### config.mk
export PLATFORM = sky130hd
export DESIGN_NAME = complement_decrement_branch_exec
export DESIGN_NICKNAME = d
export VERILOG_FILES = /design/src/rtl/exec_pkg.sv /design/src/rtl/op_decode_if.sv /design/src/rtl/complement_decrement_branch_exec.sv /design/src/rtl/op_decoder.sv
export SDC_FILE = /design/constraint.sdc
export NUM_CORES = 1
export LEC_CHECK = 0
export BUFFER_PORTS_ARGS = -buffer_cell sky130_fd_sc_hd__buf_2
export CELL_PAD_IN_SITES_DETAIL_PLACEMENT = 1
export CELL_PAD_IN_SITES_GLOBAL_PLACEMENT = 1
export CORE_MARGIN = 8
export CORE_UTILIZATION = 36
export CTS_CLUSTER_SIZE = 16
export DETAILED_ROUTE_END_ITERATION = 8
export GPL_ROUTABILITY_DRIVEN = 0
export PLACE_DENSITY = 0.86
export SKIP_LAST_GASP = 1
export SLEW_MARGIN = 5
export SYNTH_ARGS = -nofsm -noshare
export SYNTH_HDL_FRONTEND = slang
export SYNTH_SLANG_ARGS = --single-unit
### constraint.sdc
create_clock -name mclk -period 2.66 [get_ports mclk]
set_input_delay 0.532 -clock mclk [delete_from_list [all_inputs] [get_ports mclk]]
set_output_delay 0.532 -clock mclk [all_outputs]
set_load 0.005 [all_outputs]
### src/rtl/exec_pkg.sv
package exec_pkg;
  localparam int          INSN_W       = 14;
  localparam int          DATA_W       = 8;
  localparam int          ADDR_W       = 7;
  localparam int          PC_W         = 12;
  localparam int          OPC_LO       = 8;
  localparam int          OPC_HI       = 13;
  localparam int          DEST_BIT     = 7;
  localparam int          JMP_LO       = 12;
  localparam logic [5:0]  INVERT_OPC   = 6'h09;
  localparam logic [5:0]  DECR_OPC     = 6'h03;
  localparam logic [5:0]  DECR_SKZ_OPC = 6'h0B;
  localparam logic [1:0]  JUMP_OPC     = 2'h3;
  localparam logic [ADDR_W-1:0] FILE_ADDR_MAX = 7'h7F;
  localparam logic [DATA_W-1:0] ZERO_BYTE     = 8'h00;
  localparam logic [DATA_W-1:0] ONE_BYTE      = 8'h01;
  localparam logic [PC_W-1:0]   PC_RST        = 12'h000;
  localparam logic              DEST_ACC      = 1'b0;

  typedef enum logic [1:0] {
    invert_file_op,
    decrement_file_op,
    decrement_skip_zero_op,
    unconditional_jump_op
  } op_e;
endpackage

### src/rtl/op_decode_if.sv
`timescale 1ns/1ps
interface op_decode_if;
  logic                                hit;
  exec_pkg::op_e                       op;
  logic                                dest;
  logic [exec_pkg::ADDR_W-1:0]         addr;
  logic [exec_pkg::PC_W-1:0]           target;

  modport decoder (output hit, op, dest, addr, target);
  modport user    (input  hit, op, dest, addr, target);
endinterface

### src/rtl/complement_decrement_branch_exec.sv
`timescale 1ns/1ps
// How it works
// - Opcode 00 1001 dfff ffff inverts the addressed file register.
// - File address is seven bits 00h to 7Fh, destination one bit.
// - Destination 0 writes the accumulator, 1 writes the file register.
// - Opcode 00 0011 dfff ffff subtracts one from the file register.
// - Plain decrement sets zero flag on a zero result, else clears it.
// - Opcode 00 1011 dfff ffff decrements and leaves all status alone.
// - A zero skip result discards the next word as a one-cycle nop.
// - Opcode 11 kkkk kkkk kkkk loads k into program counter 11:0.
// - The jump takes two cycles, flushing the fetched next word.
module complement_decrement_branch_exec (
  input  wire logic                          mclk,
  input  wire logic                          rst_n,
  input  wire logic                          insn_valid,
  input  wire logic [exec_pkg::INSN_W-1:0]   insn,
  input  wire logic [exec_pkg::DATA_W-1:0]   file_rdata,
  output logic [exec_pkg::ADDR_W-1:0]        file_addr,
  output logic [exec_pkg::DATA_W-1:0]        file_wdata,
  output logic                               file_we,
  output logic [exec_pkg::DATA_W-1:0]        acc_wdata,
  output logic                               acc_we,
  output logic                               zero_flag,
  output logic                               zero_we,
  output logic [exec_pkg::PC_W-1:0]          pc_target,
  output logic                               pc_load,
  output logic                               flush,
  output logic                               busy,
  output logic                               unknown_insn
);
  ////////////////////////////////////////////////////////////////////////////
  // Instruction decode
  op_decode_if dec ();

  op_decoder u_dec (
    .insn (insn),
    .dec  (dec)
  );

  typedef enum logic {
    st_exec,
    st_flush
  } state_e;

  state_e                      state_q;
  logic                        take;
  logic                        is_inv;
  logic                        is_dec;
  logic                        is_skip;
  logic                        is_jump;
  logic                        is_unknown;
  logic                        is_file_op;
  logic                        sets_zero;
  logic                        to_acc;
  logic                        to_file;
  logic [exec_pkg::DATA_W-1:0] inv_result;
  logic [exec_pkg::DATA_W-1:0] dec_result;
  logic [exec_pkg::DATA_W-1:0] result;
  logic                        res_zero;
  logic                        skip_taken;
  logic                        drop_next;

  // Word after a jump or a taken skip is dropped here
  assign take       = insn_valid && (state_q == st_exec) && dec.hit;
  assign is_unknown = insn_valid && (state_q == st_exec) && !dec.hit;

  assign is_inv  = take && (dec.op == exec_pkg::invert_file_op);
  assign is_dec  = take && (dec.op == exec_pkg::decrement_file_op);
  assign is_skip = take && (dec.op == exec_pkg::decrement_skip_zero_op);
  assign is_jump = take && (dec.op == exec_pkg::unconditional_jump_op);

  assign is_file_op = is_inv || is_dec || is_skip;
  assign sets_zero  = is_inv || is_dec;
  assign to_acc     = is_file_op && (dec.dest == exec_pkg::DEST_ACC);
  assign to_file    = is_file_op && (dec.dest != exec_pkg::DEST_ACC);

  ////////////////////////////////////////////////////////////////////////////
  // Operation results
  assign inv_result = ~file_rdata;
  assign dec_result = file_rdata - exec_pkg::ONE_BYTE;

  always_comb begin
    if (dec.op == exec_pkg::invert_file_op) begin
      result = inv_result;
    end else begin
      result = dec_result;
    end
  end

  assign res_zero   = (result == exec_pkg::ZERO_BYTE);
  assign skip_taken = is_skip && res_zero;
  assign drop_next  = is_jump || skip_taken;

  ////////////////////////////////////////////////////////////////////////////
  // Second cycle of jump or taken skip
  always_ff @(posedge mclk) begin
    if (!rst_n) begin
      state_q <= st_exec;
    end else begin
      case (state_q)
        st_exec: begin
          if (drop_next) begin
            state_q <= st_flush;
          end
        end
        st_flush: begin
          // Dropped slot lasts exactly one cycle
          state_q <= st_exec;
        end
        default: begin
          state_q <= st_exec;
        end
      endcase
    end
  end

  always_ff @(posedge mclk) begin
    if (!rst_n) begin
      flush <= 1'b0;
    end else begin
      flush <= drop_next;
    end
  end

  always_ff @(posedge mclk) begin
    if (!rst_n) begin
      busy <= 1'b0;
    end else begin
      busy <= drop_next;
    end
  end

  ////////////////////////////////////////////////////////////////////////////
  // File register write back
  always_ff @(posedge mclk) begin
    if (!rst_n) begin
      file_addr <= '0;
    end else if (is_file_op) begin
      file_addr <= dec.addr;
    end
  end

  always_ff @(posedge mclk) begin
    if (!rst_n) begin
      file_wdata <= exec_pkg::ZERO_BYTE;
    end else if (to_file) begin
      file_wdata <= result;
    end
  end

  always_ff @(posedge mclk) begin
    if (!rst_n) begin
      file_we <= 1'b0;
    end else begin
      file_we <= to_file;
    end
  end

  ////////////////////////////////////////////////////////////////////////////
  // Accumulator write back
  always_ff @(posedge mclk) begin
    if (!rst_n) begin
      acc_wdata <= exec_pkg::ZERO_BYTE;
    end else if (to_acc) begin
      acc_wdata <= result;
    end
  end

  always_ff @(posedge mclk) begin
    if (!rst_n) begin
      acc_we <= 1'b0;
    end else begin
      acc_we <= to_acc;
    end
  end

  ////////////////////////////////////////////////////////////////////////////
  // Zero flag: skip variant leaves it alone
  always_ff @(posedge mclk) begin
    if (!rst_n) begin
      zero_flag <= 1'b0;
    end else if (sets_zero) begin
      zero_flag <= res_zero;
    end
  end

  always_ff @(posedge mclk) begin
    if (!rst_n) begin
      zero_we <= 1'b0;
    end else begin
      zero_we <= sets_zero;
    end
  end

  ////////////////////////////////////////////////////////////////////////////
  // Program counter load
  always_ff @(posedge mclk) begin
    if (!rst_n) begin
      pc_target <= exec_pkg::PC_RST;
    end else if (is_jump) begin
      pc_target <= dec.target;
    end
  end

  always_ff @(posedge mclk) begin
    if (!rst_n) begin
      pc_load <= 1'b0;
    end else begin
      pc_load <= is_jump;
    end
  end

  ////////////////////////////////////////////////////////////////////////////
  // Words outside the four handled here
  always_ff @(posedge mclk) begin
    if (!rst_n) begin
      unknown_insn <= 1'b0;
    end else begin
      unknown_insn <= is_unknown;
    end
  end
endmodule // complement_decrement_branch_exec

### src/rtl/op_decoder.sv
`timescale 1ns/1ps
module op_decoder (
  input  wire logic [exec_pkg::INSN_W-1:0] insn,
  op_decode_if.decoder                     dec
);
  logic [5:0] opc;

  assign opc         = insn[exec_pkg::OPC_HI:exec_pkg::OPC_LO];
  assign dec.dest    = insn[exec_pkg::DEST_BIT];
  assign dec.addr    = insn[exec_pkg::ADDR_W-1:0];
  assign dec.target  = insn[exec_pkg::PC_W-1:0];

  always_comb begin
    dec.hit = 1'b1;
    dec.op  = exec_pkg::invert_file_op;
    if (opc[5:4] == exec_pkg::JUMP_OPC) begin
      dec.op = exec_pkg::unconditional_jump_op;
    end else if (opc == exec_pkg::INVERT_OPC) begin
      dec.op = exec_pkg::invert_file_op;
    end else if (opc == exec_pkg::DECR_OPC) begin
      dec.op = exec_pkg::decrement_file_op;
    end else if (opc == exec_pkg::DECR_SKZ_OPC) begin
      dec.op = exec_pkg::decrement_skip_zero_op;
    end else begin
      dec.hit = 1'b0;
    end
  end
endmodule // op_decoder

* After elaboration in Yosys (flattened, before gate mapping)
Index checks and enable logic that the tools add are counted.
** Operators by class
- Add/subtract/negate cells :: 1
- Multipliers :: 0
- Divide/modulo/power cells :: 0
- Magnitude comparators :: 0
- Eq/ne operators :: 7
- Shifts and indexed selects :: 0
- Muxes and demuxes :: 11
- Bitwise gates (word level) :: 3
- Reductions and logical operators :: 16
** Operators with widths (number)
- $eq 6x4->1 const B :: 2
- $logic_and 1x1->1 :: 10
- $logic_not 8->1 :: 1
- $mux 2 :: 4
- $mux 8 :: 1
- $not 8->8 :: 1
- $sub 8x1->8 const B :: 1
- $eq 2x2->1 const B :: 3
- $eq 6x2->1 const B :: 1
- $mux 1 :: 5
- $logic_or 1x1->1 :: 3
- $eq 2x1->1 const B :: 1
- $logic_not 2->1 :: 1
- $not 1->1 :: 2
- $pmux 1 s2 :: 1
- $logic_not 1->1 :: 1
** Storage, ports and cells
- Flip-flop bits (word level) :: 43
- Latch bits :: 0
- Bits in writable memories :: 0
- Bits in read-only memories :: 0
- Input port bits :: 25
- Output and inout port bits :: 43
- Logic and storage cells :: 50
- Memories kept :: 0

* Depth between registers and ports, before layout
Gate-level depths: netlist of run 1.
- Depth after elaboration :: 12
- Gate-level depth with buffers :: 8
- Gate-level depth less buffers :: 7

* By module
A second synthesis of run 1 with hierarchy kept.
** Unflattened totals
- Cells, all modules :: 227
- Area, all modules :: 1906.8 µm²
** Modules (own cells, without submodules)
- complement_decrement_branch_exec :: instances 1, cells each 199, area each 1714.1 µm²
- op_decoder :: instances 1, cells each 28, area each 192.7 µm²

* Worst setup path after synthesis of run 1
Ideal clock, no wire load.
- Kind :: in2reg
- From :: input insn[10] (netlist name)
- To :: register file_wdata[0] (netlist name)
- Setup time :: 0.116 ns
- Arrival :: 2.040 ns
- Slack :: 0.504 ns
- Stages on the path :: 6
- Cells stage by stage :: or4b_1 buf_6 nor3_4 and2_4 nand2_1 o211a_1
** Between the ends
- Cells in the longest elaborated chain, start to end :: 10
- Elaborated cells on any way between the ends :: 22
- Those cells by class :: eq/ne: 5; mux: 9; reduce/logical: 8
** Ends and longest elaborated chain
- from (decl) :: line complement_decrement_branch_exec.sv:16 : input wire logic [exec_pkg::INSN_W-1:0] insn,
- $eq 6x4->1 :: line op_decoder.sv:22 : end else if (opc == exec_pkg::DECR_SKZ_OPC) begin
- $mux 2 / $mux 1 (equally long branches) :: line op_decoder.sv:22
- $mux 2 / $mux 1 (equally long branches) :: line op_decoder.sv:20 : end else if (opc == exec_pkg::DECR_OPC) begin
- $mux 2 / $mux 1 (equally long branches) :: line op_decoder.sv:18 : end else if (opc == exec_pkg::INVERT_OPC) begin
- $mux 2 / $mux 1 (equally long branches) :: line op_decoder.sv:16 : if (opc[5:4] == exec_pkg::JUMP_OPC) begin
- $eq 2x1->1 (tied with other cells) :: line complement_decrement_branch_exec.sv:68 : assign is_dec = take && (dec.op == exec_pkg::decrement_file_op);
- $logic_and 1x1->1 (on tied branches) :: line complement_decrement_branch_exec.sv:68, complement_decrement_branch_exec.sv:67
- $logic_or 1x1->1 (2 in series) :: line complement_decrement_branch_exec.sv:72 : assign is_file_op = is_inv || is_dec || is_skip;
- $logic_and 1x1->1 :: line complement_decrement_branch_exec.sv:75 : assign to_file = is_file_op && (dec.dest != exec_pkg::DEST_ACC);
- to (signal assigned) :: line complement_decrement_branch_exec.sv:145 : file_wdata <= exec_pkg::ZERO_BYTE;
- to (signal assigned) :: line complement_decrement_branch_exec.sv:147 : file_wdata <= result;
- to (decl) :: line complement_decrement_branch_exec.sv:19 : output logic [exec_pkg::DATA_W-1:0] file_wdata,
Parallel ways exist; a longest one is shown, timed or not.
A chain may end at the register's enable or synchronous reset.

* Worst setup path after layout of run 1
- From :: input insn[10] (netlist name)
- To :: register state_q
** Between the ends
- Cells in the longest elaborated chain, start to end :: 12
- Elaborated cells on any way between the ends :: 23
- Those cells by class :: eq/ne: 5; mux: 11; reduce/logical: 7
** Ends and longest elaborated chain
- $eq 6x4->1 :: line op_decoder.sv:22
- $mux 2 :: line op_decoder.sv:22
- $mux 2 :: line op_decoder.sv:20
- $mux 2 :: line op_decoder.sv:18
- $mux 2 :: line op_decoder.sv:16
- $logic_not 2->1 :: line complement_decrement_branch_exec.sv:83 : if (dec.op == exec_pkg::invert_file_op) begin
- $mux 8 :: line complement_decrement_branch_exec.sv:83
- $logic_not 8->1 :: line complement_decrement_branch_exec.sv:90 : assign res_zero = (result == exec_pkg::ZERO_BYTE);
- $logic_and 1x1->1 :: line complement_decrement_branch_exec.sv:91 : assign skip_taken = is_skip && res_zero;
- $logic_or 1x1->1 * :: line complement_decrement_branch_exec.sv:92 : assign drop_next = is_jump || skip_taken;
- $mux 1 * :: line complement_decrement_branch_exec.sv:102 : if (drop_next) begin
- $pmux 1 s2 * :: line complement_decrement_branch_exec.sv:100 : case (state_q)
- to (signal assigned) :: line complement_decrement_branch_exec.sv:98 : state_q <= st_exec;
- to (signal assigned) :: line complement_decrement_branch_exec.sv:103 : state_q <= st_flush;
- to (signal assigned) :: line complement_decrement_branch_exec.sv:108 : state_q <= st_exec;
- to (decl) :: line complement_decrement_branch_exec.sv:45 : state_e state_q;
Mark *: on every way between the ends. The rest lies on a longest branch, timed or not.

==> impl_metrics.py, run 1 <==
metrics = {
    "setup_path": {
        "endpoint_kind": "register",
        "critical_path.startpoint": "insn[10]",
        "slowest_stage": "or4b_1",
        "worstPathMaxFanout": 6,
        "worst-setup-path-type": "in -> reg",
        "ff2ff_setup_slack_ps": 1110,
        "crit_chain": "buf_2, or4b_1, buf_4, o21ai_2, a211oi_1, o21bai_2, o31ai_1",
        "cp-start-kind": "input port",
        "rr_worst_depth": 5,
        "cp_data_required_time_ps": 2860,
        "critPathArrivalTime_ps": 2310,
        "crit_end": "state_q$_SDFF_PP0_",
        "critical-path-top-delay-family": "compound AO/OA/AOI/OAI gates",
        "reg2reg_to": "acc_wdata[2]$_SDFFE_PN0P_",
        "slowest_delay_ps": 590,
        "path_depth": 7,
        "regToRegStartpoint": "state_q$_SDFF_PP0_",
        "crit_buf_inv": 2,
    },
    "hold_path": {
        "holdPathStages": 2,
        "hp-class": "reg -> reg",
    },
    "power": {
        "p_leak_uw": 0.00109,
        "vdd_drop_max_mv": 0.243,
        "power-per-cell-area_nw_per_um2": 504,
    },
    "floorplan": {
        "num_rows": 26,
        "initial_core_util_pct": 37.4,
        "dieArea_sq_um": 7940,
        "die_h_um": 89.1,
        "die_w_um": 89.1,
        "coreArea_sq_um": 5140,
        "ios": 68,
    },
    "final_layout": {
        "fillers": 668,
        "n_antenna_cell": 0,
        "area_growth_pct": 24.9,
        "final_cell_area_sq_um": 2400,
        "postLayoutCoreUtil_pct": 46.7,
        "num-nets-final": 302,
        "fin_cells": 347,
        "regArea_sq_um": 861,
        "drive_above_1_share_pct": 32.9,
        "multi_input_area_sq_um": 980,
    },
    "drt": {
        "vias": 1707,
        "dr.pass1.iters": 6,
        "wl_per_cell_um": 16.6,
        "drt-initial-drc-count": 54,
        "via_per_inst": 4.92,
        "ant_nets": 0,
        "drc": 0,
        "finalWirelength_um": 5750,
    },
    "place": {
        "port_buffers": 67,
        "placed_area_sq_um": 2320,
        "dp_slack_ps": 227,
        "post-dp-hpwl_um": 4390,
        "post-place-cells": 339,
    },
    "sta": {
        "fin_crit_ps": 2110,
        "slew_viol_final": 0,
        "worst_slack_ps": 547,
        "fin_skew_ps": 2.23,
        "fin_setup_tns_ps": 0,
        "worst_pin_slew_ps": 746,
        "fin_crit_sh_pct": 79.4,
        "finalSetupViolations": 0,
        "rsz0062_at_grt": "no",
        "hold_viol": 0,
        "clock.fmax_ghz": 0.473,
        "max-slew-margin-rel_pct": 50.3,
    },
    "synthesis": {
        "yosysTopAreaCell": "dfxtp_1",
        "yosys.area.top_type_share_pct": 44.8,
        "yosysSeqAreaShare_pct": 44.8,
        "synth.distinct_cells": 41,
        "syn_area_per_cell_sq_um": 9.20,
        "synth_common_cells": "43 x dfxtp_1, 40 x nand2_1, 12 x a21boi_0, 12 x mux2i_1, 10 x nor2b_1",
        "ys_async_sr_fraction_pct": 0,
        "ys_ff_latch": 43,
        "syn_inst": 209,
        "synth_top_cells_by_area": "dfxtp_1 45%, nand2_1 7.8%, mux2i_1 6.2%",
        "synth_most_common_cell": "dfxtp_1",
        "ys.warnings.count": 0,
        "synth_area_sq_um": 1920,
        "synth_edf_count": 0,
        "syn-num-nets": 235,
        "yosys_most_used_dff": "dfxtp_1",
    },
    "grt": {
        "met1_usage_pct": 16.6,
        "grt_max_degree": 44,
        "antenna_found_initial": 0,
        "grt_pass1_wl_um": 9290,
        "grt_use_met2_pct": 27.1,
        "grt_pass1_vias": 1885,
        "gr-usage-met3_pct": 4.41,
        "track_usage_pct": 15.4,
        "grt-ovfl-total": 0,
        "grt_busiest_layer": "met2",
    },
    "cts": {
        "cts_setup_buffers": 0,
        "clock_sinks": 43,
        "h-tree-depth": 2,
        "hold_buffers": 0,
        "path_clk_slew_ps": 80,
        "clkLatencyLatePin_ps": 290,
        "cts_tree": "done",
        "cts_buffers": 5,
        "cts.path.max_buffers": 2,
        "cts_resized": 0,
        "cts_root_buf": "clkbuf_8",
    },
    "run_status": {
        "status": "finished, final reports clean",
    },
    "flow_run": {
        "maxCapViolCount": 0,
    },
}
## worst min-delay path by stage
stage                                            end                        from
after floorplan           file_wdata[1]$_SDFFE_PN0P_  file_wdata[1]$_SDFFE_PN0P_
after CTS                 file_wdata[1]$_SDFFE_PN0P_  file_wdata[1]$_SDFFE_PN0P_
final                     file_wdata[1]$_SDFFE_PN0P_  file_wdata[1]$_SDFFE_PN0P_
after global routing      file_wdata[2]$_SDFFE_PN0P_  file_wdata[2]$_SDFFE_PN0P_
after detailed placement  file_wdata[1]$_SDFFE_PN0P_  file_wdata[1]$_SDFFE_PN0P_
after global placement    file_wdata[1]$_SDFFE_PN0P_  file_wdata[1]$_SDFFE_PN0P_
## metrics by stage
stage,hold WS [ps],total power (uW)
floorplan,451,757
global placement,442,812
detailed placement,452,816
CTS,465,1230
global route,493,1270
finish,460,1210
## power breakdown
| group | total [uW] | switching (uW) | internal, uW |
|---|---|---|---|
| clock | 408 | 224 | 184 |
| combinational | 144 | 88.9 | 54.9 |
| sequential | 659 | 4.67 | 654 |
## registers in the layout (all words and copies together) (netlist names), 7 cells and up
register / cells
acc_wdata: 8
file_addr: 7
file_wdata: 8
pc_target: 12
## worst reg2reg max path: stages (launching register included)
cell	delay, ps
dfxtp_1	310
nand2b_1	280
nor4_4	290
buf_4	240
nand2_2	120
o22ai_1	240
## area by class of cell
class	count	area share, %
clock buffers	6	3.02
clock inverters	2	0.521
inverters	6	0.938
multi-input cells	149	40.8
flip-flops and latches	43	35.9
well taps	70	3.65
repair buffers	71	15.2
## logic make-up after synthesis
group | synth area share [%]
mux | 6.25
flops | 44.8
simple gates | 24.6
xor+xnor | 3.19
compound gates | 16.3
fa+ha+maj | 0.651
buf+inv | 4.29
## layout by cell type (no fill, tap or decap), types with 2 or more instances in the layout
cell type  Yosys  final
xor2_1         6      6
a21boi_1       2      2
buf_4          1      4
nand3b_1       2      2
nand3_1        9      9
o22ai_1        5      5
nor3_1         4      4
nand2b_1       2      2
nor3b_1        2      2
nand2_1       40     40
o211a_1        3      3
o21ai_2        6      6
buf_2          0     67
o31ai_1        3      3
inv_1          6      6
a21oi_1        3      3
mux2i_1       12     12
nor4_4         2      2
clkbuf_8       0      5
dfxtp_1       43     43
nor2_1         8      8
a21boi_0      12     12
nor2b_1       10     10
## per-layer routing
metal	vias up	part of all wire (%)
li1	848	-
met1	817	41
met2	33	51
met3	9	5.8
met4	0	2.1
met5	-	0
No activity file was read; power rests on OpenSTA's default activity.
==> run 2, diff against run 1 <==
==> constraint.sdc (replaced) <==
create_clock -name mclk -period 2 [get_ports mclk]
set_input_delay 0.4 -clock mclk [delete_from_list [all_inputs] [get_ports mclk]]
set_output_delay 0.4 -clock mclk [all_outputs]
set_load 0.005 [all_outputs]
==> impl_metrics.py, run 2 (synthesis gave the netlist of run 1 again) <==
metrics = {
    "run_status": {
        "status": "finished, final reports clean",
    },
    "setup_path": {
        "endpoint_kind": "register",
        "critical-path-top-delay-family": "simple AND/OR/NAND/NOR gates",
        "crit_buf_inv": 3,
        "slowest_delay_ps": 570,
        "worstPathMaxFanout": 6,
        "crit_path_frequent_cell": "buf_4",
        "crit_chain": "buf_2, or4b_4, buf_4, nor3_4, buf_4, mux2i_1, nor2b_1",
        "worst-setup-path-type": "in -> reg",
        "slowest_stage": "or4b_4",
        "cp-start-kind": "input port",
        "critPathArrivalTime_ps": 2050,
        "rr_worst_depth": 5,
        "cp_data_required_time_ps": 2200,
        "path_depth": 7,
    },
    "cts": {
        "clock_sinks": 43,
        "clkLatencyLatePin_ps": 310,
        "h-tree-depth": 2,
        "hold_buffers": 0,
        "cts_resized": 0,
        "cts_root_buf": "clkbuf_8",
        "cts_buffers": 5,
        "cts.path.max_buffers": 2,
        "cts_tree": "done",
        "cts_setup_buffers": 0,
        "path_clk_slew_ps": 90,
    },
    "drt": {
        "finalWirelength_um": 6000,
        "ant_nets": 0,
        "vias": 1784,
        "wl_per_cell_um": 16.7,
        "drt-initial-drc-count": 114,
        "via_per_inst": 4.96,
        "drc": 0,
        "dr.pass1.iters": 4,
    },
    "final_layout": {
        "fin_cells": 360,
        "drive_above_1_share_pct": 36.6,
        "largest_register_ffs": 12,
        "regMostFlops": "pc_target",
        "top_regs": "pc_target x12, acc_wdata x8, file_wdata x8",
        "fillers": 662,
        "final_cell_mix": "67 x buf_2, 43 x dfxtp_1, 40 x nand2_1",
        "num-nets-final": 315,
        "final_common_cell": "buf_2",
        "n_antenna_cell": 0,
        "area_growth_pct": 32.0,
    },
    "power": {
        "switching_share_pct": 25.1,
        "internal-power_uw": 1370,
        "power_uw": 1830,
        "clkPwrFrac_pct": 40.5,
        "p_leak_uw": 0.00118,
        "power-per-cell-area_nw_per_um2": 719,
        "p_sw_uw": 457,
        "pwr-share-seq_pct": 48.0,
        "vdd_drop_max_mv": 0.552,
        "p_comb_share_pct": 11.4,
    },
    "grt": {
        "grt_pass1_vias": 1879,
        "antenna_found_initial": 0,
        "grt-ovfl-total": 0,
        "track_usage_pct": 15.8,
        "grt_max_degree": 30,
        "grt_pass1_wl_um": 9500,
    },
    "hold_path": {
        "holdPathStages": 3,
        "hp-class": "in -> reg",
    },
    "sta": {
        "max-slew-margin-rel_pct": 64.8,
        "hold_ws_ps": 345,
        "fin_crit_ps": 1840,
        "clock.fmax_ghz": 0.542,
        "fin_skew_ps": 4.58,
        "rsz0062_at_grt": "no",
        "hold_viol": 0,
        "fin_crit_sh_pct": 92.2,
        "worst_pin_slew_ps": 526,
        "slew_viol_final": 0,
        "finalSetupViolations": 0,
    },
    "flow_run": {
        "maxCapViolCount": 0,
    },
    "place": {
        "port_buffers": 67,
        "post-dp-hpwl_um": 4400,
        "post-place-cells": 352,
    },
    "floorplan": {
        "die_w_um": 89.1,
        "dieArea_sq_um": 7940,
        "die_h_um": 89.1,
        "num_rows": 26,
        "coreArea_sq_um": 5140,
        "ios": 68,
        "initial_core_util_pct": 37.4,
    },
}
-- run 2: changes by cell type in the layout (fill, tap and decap cells not counted), sizes merged --
cell and delta:
buf +13, bufinv +1, clkinv -1, clkinvlp -1, inv +1
-- run 2: path summary, 6_finish.rpt --
| path | start | end | slack (ps) |
|---|---|---|---|
| min | insn[4] | pc_target[4]$_SDFFE_PN0P_ | 340 |
| min reg2reg | pc_target[0]$_SDFFE_PN0P_ | pc_target[0]$_SDFFE_PN0P_ | 460 |
| max | insn[10] | file_addr[0]$_SDFFE_PN0P_ | 160 |
| max reg2reg | state_q$_SDFF_PP0_ | file_addr[0]$_SDFFE_PN0P_ | 460 |
-- run 2: area by class of cell --
type	instances	area (sq um)	area share [%]
clock inverter	2	38.8	1.53
tap	70	87.6	3.45
multi-input combinational	149	983	38.7
sequential	43	861	33.9
timing repair buffer	84	463	18.2
clock buffer	6	82.6	3.25
inverter	6	22.5	0.887
-- run 2: metal layers --
metal  GRT usage (%)  share of wire, %  routed length, um
met3            4.04               5.2                314
met5               0                 0                  0
met2            27.7                51               3040
met4            7.40               2.3                140
met1            17.4                42               2500
-- run 2: metrics by stage --
step	TNS, ps	setup WS (ps)	instance area, sq um	util [%]
floorplan	-0.288	-0.288	1930	-
global placement	-1030	-108	2420	47.0
detailed placement	-1960	-164	2420	47.0
CTS	0	149	2540	49.4
global route	0	89.3	2540	49.4
finish	0	156	2540	49.4
-- run 2: worst min-delay path: stages --
cell and delay, ps:
buf_2 110, nand2_1 40, a21boi_0 60
-- run 2: power by group through the flow --
stage	logic (uW)	clock network (uW)	registers (uW)
detailed placement	205	0	897
global placement	200	0	896
global route	228	780	879
CTS	209	758	877
floorplan	109	0	898
finish	209	740	877
